`config.mk`:
```
export PLATFORM = sky130hd
export DESIGN_NAME = adss_sequencer
export DESIGN_NICKNAME = d
export VERILOG_FILES = /design/src/adss_sequencer.v
export VERILOG_INCLUDE_DIRS = /design/src /design/src/src
export SDC_FILE = /design/constraint.sdc
export NUM_CORES = 1
export LEC_CHECK = 0
export BUFFER_PORTS_ARGS = -buffer_cell sky130_fd_sc_hd__buf_2
export CORE_MARGIN = 10
export CORE_UTILIZATION = 55
export DETAILED_ROUTE_END_ITERATION = 10
export PLACE_DENSITY = 0.84
export SYNTH_ARGS = -nofsm -noshare
export SYNTH_HDL_FRONTEND = slang
export SYNTH_SLANG_ARGS = --single-unit
```
`constraint.sdc`:
```
create_clock -name clock -period 3.8 [get_ports clock]
set_input_delay 0.57 -clock clock [delete_from_list [all_inputs] [get_ports clock]]
set_output_delay 0.57 -clock clock [all_outputs]
set_load 0.02 [all_outputs]
```
`src/adss_map.vh`:
```
/*
  Offsets, field positions, reset values and timing counts of the converter
  selection and sleep sequencer. Assumes inclusion by adss_sequencer.v and by the verification files.
*/
`ifndef ADSS_MAP_VH
`define ADSS_MAP_VH

// ********************************************************************
// register byte addresses
// ********************************************************************
`define ADSS_SEL_ADDR      8'h00
`define ADSS_CTRL_ADDR     8'h04
`define ADSS_RESL_ADDR     8'h08
`define ADSS_RESH_ADDR     8'h0C

// ********************************************************************
// selection register fields
// ********************************************************************
`define ADSS_SEL_REF_HI    7
`define ADSS_SEL_REF_LO    6
`define ADSS_SEL_LADJ      5
`define ADSS_SEL_CHAN_HI   3
`define ADSS_SEL_CHAN_LO   0
`define ADSS_SEL_RESET     8'h00

// ********************************************************************
// control and status register fields
// ********************************************************************
`define ADSS_CTRL_EN       7
`define ADSS_CTRL_START    6
`define ADSS_CTRL_FREE     5
`define ADSS_CTRL_DONE     4
`define ADSS_CTRL_IE       3
`define ADSS_CTRL_PS_HI    2
`define ADSS_CTRL_PS_LO    0

// ********************************************************************
// reference choices
// ********************************************************************
`define ADSS_REF_EXTPIN    2'b00
`define ADSS_REF_SUPPLY    2'b01
`define ADSS_REF_BANDGAP   2'b11

// ********************************************************************
// conversion timing in converter clock cycles, and SAR code values
// ********************************************************************
`define ADSS_CYC_NORMAL    5'd13
`define ADSS_CYC_FIRST     5'd25
`define ADSS_SAR_BITS      5'd11
`define ADSS_FULL_SCALE    10'h3FF
`define ADSS_SAR_MSB       10'h200

`endif

```
`src/adss_sequencer.v`:
```
/*
  Selection buffering, start timing, free-running and sleep-start sequencing
  of a 10-bit successive-approximation converter, with an AHB-Lite register
  slave. Assumes one 100 MHz clock, an external analog comparator that reports
  whether the selected input is at or above the trial level, and a processor
  that reports halting in idle or noise-reduction sleep and acknowledges the
  completion interrupt vector.
  Assumes too a bus master that makes single word transfers with the register
  data in the low byte, ties hready to hreadyout, and reads the result low
  byte before the high byte when it wants both halves of one conversion.
*/
// Local design decisions: the AHB-Lite slave port and the placing of the registers.
`include "adss_map.vh"

module adss_sequencer (
  input  wire        clock,
  input  wire        resetn,
  input  wire        hsel,
  input  wire [7:0]  haddr,
  input  wire [1:0]  htrans,
  input  wire        hwrite,
  input  wire [2:0]  hsize,
  input  wire [31:0] hwdata,
  input  wire        hready,
  output wire        hreadyout,
  output wire        hresp,
  output reg  [31:0] hrdata,
  input  wire        cpuHaltedQuiet,
  input  wire        irqVectorAck,
  input  wire        compareHigh,
  output reg  [3:0]  channelSelect,
  output reg  [1:0]  referenceSelect,
  output wire        converterPowered,
  output wire        sampleHold,
  output wire [9:0]  trialCode,
  output wire        completionIrq
);

  // ********************************************************************
  // functions
  // ********************************************************************
  // division factor of the converter clock prescaler, minus one
  function [6:0] divLimit;
    input [2:0] ps;
    begin
      if (ps == 3'd0)
        divLimit = 7'd1;
      else
        divLimit = (7'd1 << ps) - 7'd1;
    end
  endfunction

  // 16-bit presentation of a result, right or left adjusted
  function [15:0] presentResult;
    input [9:0] res;
    input       ladj;
    begin
      if (ladj)
        presentResult = {res, 6'd0};
      else
        presentResult = {6'd0, res};
    end
  endfunction

  // read of one register, decided in the address phase
  function readOf;
    input [7:0] addr;
    input [7:0] offset;
    input       taken;
    input       isWrite;
    begin
      readOf = taken & ~isWrite & (addr == offset);
    end
  endfunction

  // ********************************************************************
  // state
  // ********************************************************************
  localparam IDLE = 1'b0;
  localparam CONV = 1'b1;

  reg        state;
  reg [7:0]  selBuffer;
  reg        enable;
  reg        freeRun;
  reg        intEnable;
  reg [2:0]  prescale;
  reg        doneFlag;
  reg        startReq;
  reg        needInit;
  reg [6:0]  divCount;
  reg [4:0]  cycle;
  reg [4:0]  cycleTotal;
  reg [9:0]  sarCode;
  reg [9:0]  trialBit;
  reg [9:0]  result;
  reg        resultLock;
  reg        haltedLast;
  reg        dataPhase;
  reg        dataWrite;
  reg [7:0]  dataAddr;
  reg [31:0] next_hrdata;

  wire        accept    = hsel & htrans[1] & hready;
  wire        writeSel  = dataPhase & dataWrite & (dataAddr == `ADSS_SEL_ADDR);
  wire        writeCtrl = dataPhase & dataWrite & (dataAddr == `ADSS_CTRL_ADDR);
  // at or above the limit, so a smaller division factor never waits a wrap
  wire        convTick  = enable & (divCount >= divLimit(prescale));
  wire        busy      = (state == CONV);
  wire        lastCycle = busy & (cycle == cycleTotal);
  wire        completes = lastCycle & convTick;
  wire        sleepTrig = cpuHaltedQuiet & ~haltedLast;
  wire [15:0] shown     = presentResult(result, selBuffer[`ADSS_SEL_LADJ]);
  wire        startWr   = writeCtrl & hwdata[`ADSS_CTRL_START] & hwdata[`ADSS_CTRL_EN];
  wire        sleepGo   = sleepTrig & enable & ~busy & ~startReq & ~freeRun & intEnable;
  wire        startShown = startReq | busy;
  wire        doneClear  = writeCtrl & hwdata[`ADSS_CTRL_DONE];

  // ********************************************************************
  // bus response and converter pins
  // ********************************************************************
  assign hreadyout        = 1'b1;
  assign hresp            = 1'b0;
  assign converterPowered = enable;
  assign sampleHold       = busy & (cycle > cycleTotal - `ADSS_SAR_BITS);
  assign trialCode        = sarCode;
  assign completionIrq    = doneFlag & intEnable;

  // ********************************************************************
  // bus address phase capture and read data
  // ********************************************************************
  always @* begin
    case (haddr)
      `ADSS_SEL_ADDR:
        next_hrdata = {24'd0, selBuffer[7:5], 1'b0, selBuffer[3:0]};
      `ADSS_CTRL_ADDR:
        next_hrdata = {24'd0, enable, startShown, freeRun, doneFlag,
                       intEnable, prescale};
      `ADSS_RESL_ADDR:
        next_hrdata = {24'd0, shown[7:0]};
      `ADSS_RESH_ADDR:
        next_hrdata = {24'd0, shown[15:8]};
      default:
        next_hrdata = 32'h0000_0000;
    endcase
  end

  always @(posedge clock) begin
    if (!resetn) begin
      dataPhase <= 1'b0;
      dataWrite <= 1'b0;
      dataAddr  <= 8'h00;
      hrdata    <= 32'h0000_0000;
    end else begin
      if (hready) begin
        dataPhase <= accept;
        dataWrite <= hwrite;
        dataAddr  <= haddr;
      end
      if (accept && !hwrite)
        hrdata <= next_hrdata;
    end
  end

  // ********************************************************************
  // software fields
  // ********************************************************************
  always @(posedge clock) begin
    if (!resetn) begin
      selBuffer <= `ADSS_SEL_RESET;
      enable    <= 1'b0;
      freeRun   <= 1'b0;
      intEnable <= 1'b0;
      prescale  <= 3'd0;
    end else begin
      if (writeSel)
        selBuffer <= hwdata[7:0];
      // no automatic disable on any sleep entry
      if (writeCtrl) begin
        enable    <= hwdata[`ADSS_CTRL_EN];
        freeRun   <= hwdata[`ADSS_CTRL_FREE];
        intEnable <= hwdata[`ADSS_CTRL_IE];
        prescale  <= hwdata[`ADSS_CTRL_PS_HI:`ADSS_CTRL_PS_LO];
      end
    end
  end

  // ********************************************************************
  // converter clock prescaler, held in reset while disabled
  // ********************************************************************
  always @(posedge clock) begin
    if (!resetn || !enable || convTick)
      divCount <= 7'd0;
    else
      divCount <= divCount + 7'd1;
  end

  // ********************************************************************
  // active selection
  // ********************************************************************
  always @(posedge clock) begin
    if (!resetn) begin
      channelSelect   <= 4'd0;
      referenceSelect <= `ADSS_REF_EXTPIN;
    // frozen mid-conversion so the sampled input stays put
    end else if (enable && (!busy || lastCycle)) begin
      channelSelect   <= selBuffer[`ADSS_SEL_CHAN_HI:`ADSS_SEL_CHAN_LO];
      referenceSelect <= selBuffer[`ADSS_SEL_REF_HI:`ADSS_SEL_REF_LO];
    end
  end

  // ********************************************************************
  // sleep trigger
  // ********************************************************************
  // cleared to the idle level of the halt input, so reset makes no edge
  always @(posedge clock) begin
    if (!resetn)
      haltedLast <= 1'b0;
    else
      haltedLast <= cpuHaltedQuiet;
  end

  // ********************************************************************
  // start request
  // ********************************************************************
  always @(posedge clock) begin
    if (!resetn)
      startReq <= 1'b0;
    else if (startWr || sleepGo)
      startReq <= 1'b1;
    else if (!enable || (convTick && !busy))
      startReq <= 1'b0;
  end

  // ********************************************************************
  // done flag; the hardware set wins over both clears
  // ********************************************************************
  always @(posedge clock) begin
    if (!resetn)
      doneFlag <= 1'b0;
    else if (completes)
      doneFlag <= 1'b1;
    else if (irqVectorAck || doneClear)
      doneFlag <= 1'b0;
  end

  // ********************************************************************
  // conversion sequencer
  // ********************************************************************
  always @(posedge clock) begin
    if (!resetn) begin
      state      <= IDLE;
      needInit   <= 1'b1;
      cycle      <= 5'd0;
      cycleTotal <= `ADSS_CYC_NORMAL;
      sarCode    <= 10'd0;
      trialBit   <= 10'd0;
    end else if (!enable) begin
      // disabling aborts any conversion
      state    <= IDLE;
      needInit <= 1'b1;
      cycle    <= 5'd0;
      trialBit <= 10'd0;
    end else if (convTick) begin
      case (state)
        IDLE: begin
          if (startReq) begin
            state      <= CONV;
            cycle      <= 5'd1;
            cycleTotal <= needInit ? `ADSS_CYC_FIRST : `ADSS_CYC_NORMAL;
            needInit   <= 1'b0;
          end
        end
        CONV: begin
          if (cycle == cycleTotal) begin
            // free run restarts at once with the selection copied in the last cycle
            if (freeRun) begin
              cycle      <= 5'd1;
              cycleTotal <= `ADSS_CYC_NORMAL;
            end else begin
              state <= IDLE;
              cycle <= 5'd0;
            end
          end else begin
            cycle <= cycle + 5'd1;
          end
          if (cycle == cycleTotal - `ADSS_SAR_BITS) begin
            sarCode  <= `ADSS_SAR_MSB;
            trialBit <= `ADSS_SAR_MSB;
          end else if (trialBit != 10'd0) begin
            // keep the trial bit while the input is at or above it
            sarCode  <= (compareHigh ? sarCode : (sarCode & ~trialBit))
                        | (trialBit >> 1);
            trialBit <= trialBit >> 1;
          end
        end
        default: state <= IDLE;
      endcase
    end
  end

  // ********************************************************************
  // result and result lock registers
  // ********************************************************************
  always @(posedge clock) begin
    if (!resetn) begin
      result     <= 10'd0;
      resultLock <= 1'b0;
    end else begin
      if (completes && !resultLock)
        result <= sarCode;
      // low byte read blocks updates until the high byte is read
      if (readOf(haddr, `ADSS_RESL_ADDR, accept, hwrite))
        resultLock <= 1'b1;
      else if (readOf(haddr, `ADSS_RESH_ADDR, accept, hwrite))
        resultLock <= 1'b0;
    end
  end

  // start bit reads busy or pending; it drops with the single completion
  // because startReq already fell at the starting tick and busy falls at the completing tick

endmodule

```
==> impl_metrics.toml <==
[die]
die-area_mm2 = 0.0114
io_pins = 106
die_w_um = 107
initial_core_util = 0.571
die_height_um = 107
core_area_mm2 = 0.00729
row_count = 31

[logic_synthesis]
ys_top_cells_by_area = "dfxtp_1, mux2i_1, buf_4"
avgSynthCellArea_um2 = 8.85
synth_seq_area_share = 0.419
async_reset_ff_frac = 0
netlist_area_mm2 = 0.00416
synth_edf_count = 0
synth_top_area_cell = "dfxtp_1"
synth_seq_cells = 87
syn_inst = 470
synth_top_area_share = 0.419
yosysUniqueCellTypes = 58
ys_warn_count = 0
synth_flop_cell = "dfxtp_1"

[cts]
clkTransAtPathRegs_ns = 0.08
ctsHoldBuffers = 0
post_cts_resized = 0
cts_buffers = 9
cts-htree-levels = 3
post-cts-setup-buffers = 0
root_buffer = "clkbuf_8"
clk_latency_ns = 0.36
cts_sinks = 87
cts_tree = "yes"
clockBufferDepth = 2

[detailed_routing]
wl_mm = 9.87
dr.pass1.iters = 5
vias = 3470
wl_per_cell_um = 16.1
drc = 0
first_iter_violations = 195
postRouteAntennaNets = 0
routed_via_density = 5.66

[placed_design]
hpwlAfterDp_mm = 7.36
placedCellCount = 598
gp_congestion = 0.847
port_buffers = 51

[final_layout]
final_cell_mix = "dfxtp_1, nand2_1, buf_2"
layout_commonest_cell = "dfxtp_1"
nNetsFinal = 576
drive_above_1_share = 0.150
nFillCells = 639
area_growth_pct = 9.32
num_antenna_cells = 0
fin_cells = 613

[power]
power_w = 0.00164
p_leak_nw = 1.82
vdd_drop_max_mv = 0.203
p_per_area_mw_per_mm2 = 362

[timing]
rsz0062_at_grt = "no"
whs_ns = 0.443
final_max_slew_viol_count = 0
maxSlewHeadroom = 0.340
hold_violations = 0
clock.fmax_mhz = 363
clock_skew_ns = 0.00593
fin_crit_ns = 2.76
setup-violations-final = 0
finalSetupTns_ns = 0
post-route-period-util = 0.725
worst_pin_slew_ns = 0.987

[setup_path]
r2r_slack_ns = 1.04
rr_worst_depth = 7
cp-start-kind = "flip-flop"
critPathSlowestCell = "o211ai_2"
crit_chain = "nor2_1 > ha_1 > a211oi_1 > nor4_4 > o211ai_2 > nor2_4 > a32o_1"
required_ns = 4.05
crit_cells = 7
critPathMaxStageDelay_ns = 0.81
crit_buf_inv = 0
critPathArrivalTime_ns = 3.01
path_class = "reg2reg"
critPathTopFamily = "compound AO/OA/AOI/OAI gates"
end_kind = "flip-flop"
path_max_fanout = 22

[min_path]
hold-path-cell-count = 2
hp-class = "in2reg"

[outcome]
outcome = "completed"

[global_routing]
antenna_found_initial = 0
grt_max_degree = 35
grt_pass1_wl_mm = 16.4
grt_overflow = 0
track_usage = 0.172
grt_pass1_vias = 3375

[flow_run]
maxCapViolCount = 0
-- per-layer routing --
metal  track usage  vias to the layer above  share of wire
met2         0.289                      108           0.48
met4        0.0542                        0          0.012
met3        0.0527                       10          0.070
li1              -                     1703              -
met5             0                        -              0
met1         0.204                     1649           0.43
-- synthesized netlist by cell type (all sizes together) (4+ instances only) --
library cell,n
nand2,53
mux2i,30
ha,13
dfxtp,87
nor2,42
and3,4
inv,10
o2bb2ai,10
a22oi,6
nor4,4
nand2b,11
nor2b,5
o21ai,18
xor2,4
a21oi,38
buf,32
a211oi,4
a32o,9
nand3,22
clkbuf,17
or4,4
-- final timing paths --
| kind | startpoint | endpoint |
|---|---|---|
| max reg2reg | prescale[2]$_SDFFE_PN0P_ | trialBit[5]$_SDFFE_PN0P_ |
| max | prescale[2]$_SDFFE_PN0P_ | trialBit[5]$_SDFFE_PN0P_ |
| min reg2reg | channelSelect[0]$_SDFFE_PN0P_ | channelSelect[0]$_SDFFE_PN0P_ |
| min | cpuHaltedQuiet | haltedLast$_SDFF_PN0_ |
-- cells by family after synthesis --
family	after synthesis	share of synthesized area
AO/OA/AOI/OAI	105	0.171
multiplexers	31	0.0749
buffers and inverters	60	0.0803
flip-flops	87	0.419
AND/OR/NAND/NOR	165	0.200
other	2	0.00181
adder cells (fa/ha/maj)	13	0.0391
XOR/XNOR	7	0.0147
-- cell type report --
cell class	instances	area (µm²)	area share
Multi-Input combinational cell	347	2170	0.478
Sequential cell	87	1740	0.383
Timing Repair Buffer	54	278	0.0611
Clock buffer	12	145	0.0319
Tap cell	99	124	0.0272
Clock inverter	3	43.8	0.00963
Inverter	11	41.3	0.00908
-- flip-flops by register name (all words and copies together), names as in the netlist --
| signal | count |
|---|---|
| converterPowered | 1 |
| dataWrite | 1 |
| freeRun | 1 |
| hrdata | 8 |
| dataAddr | 8 |
| channelSelect | 4 |
| trialBit | 10 |
| haltedLast | 1 |
| startReq | 1 |
| result | 10 |
| doneFlag | 1 |
| cycleTotal | 2 |
| prescale | 3 |
| intEnable | 1 |
| referenceSelect | 2 |
| needInit | 1 |
| cycle | 5 |
| busy | 1 |
| resultLock | 1 |
| divCount | 7 |
| trialCode | 10 |
| dataPhase | 1 |
| selBuffer | 7 |
-- through the flow --
stage | worst slack [ns] | util | area, µm²
2_1_floorplan | 1.55 | - | 4250
3_3_place_gp | 1.17 | 0.598 | 4360
3_5_place_dp | 1.10 | 0.598 | 4360
4_1_cts | 1.07 | 0.624 | 4550
5_1_grt | 0.801 | 0.624 | 4550
6_report | 1.04 | 0.624 | 4550
-- worst register-to-register path: cells and delay by family (launching register included) --
family | cells | cell delay, ns
and+or+nand+nor | 3 | 0.43
AOI/OAI and AO/OA | 3 | 1.47
DFF | 1 | 0.48
adders and majority gates | 1 | 0.28
-- power breakdown --
part	switching (W)	internal (W)
Clock	0.000321	0.000319
Combinational	0.0000607	0.0000227
Sequential	0.00000375	0.000917
No activity file was read; power rests on OpenSTA's default activity.
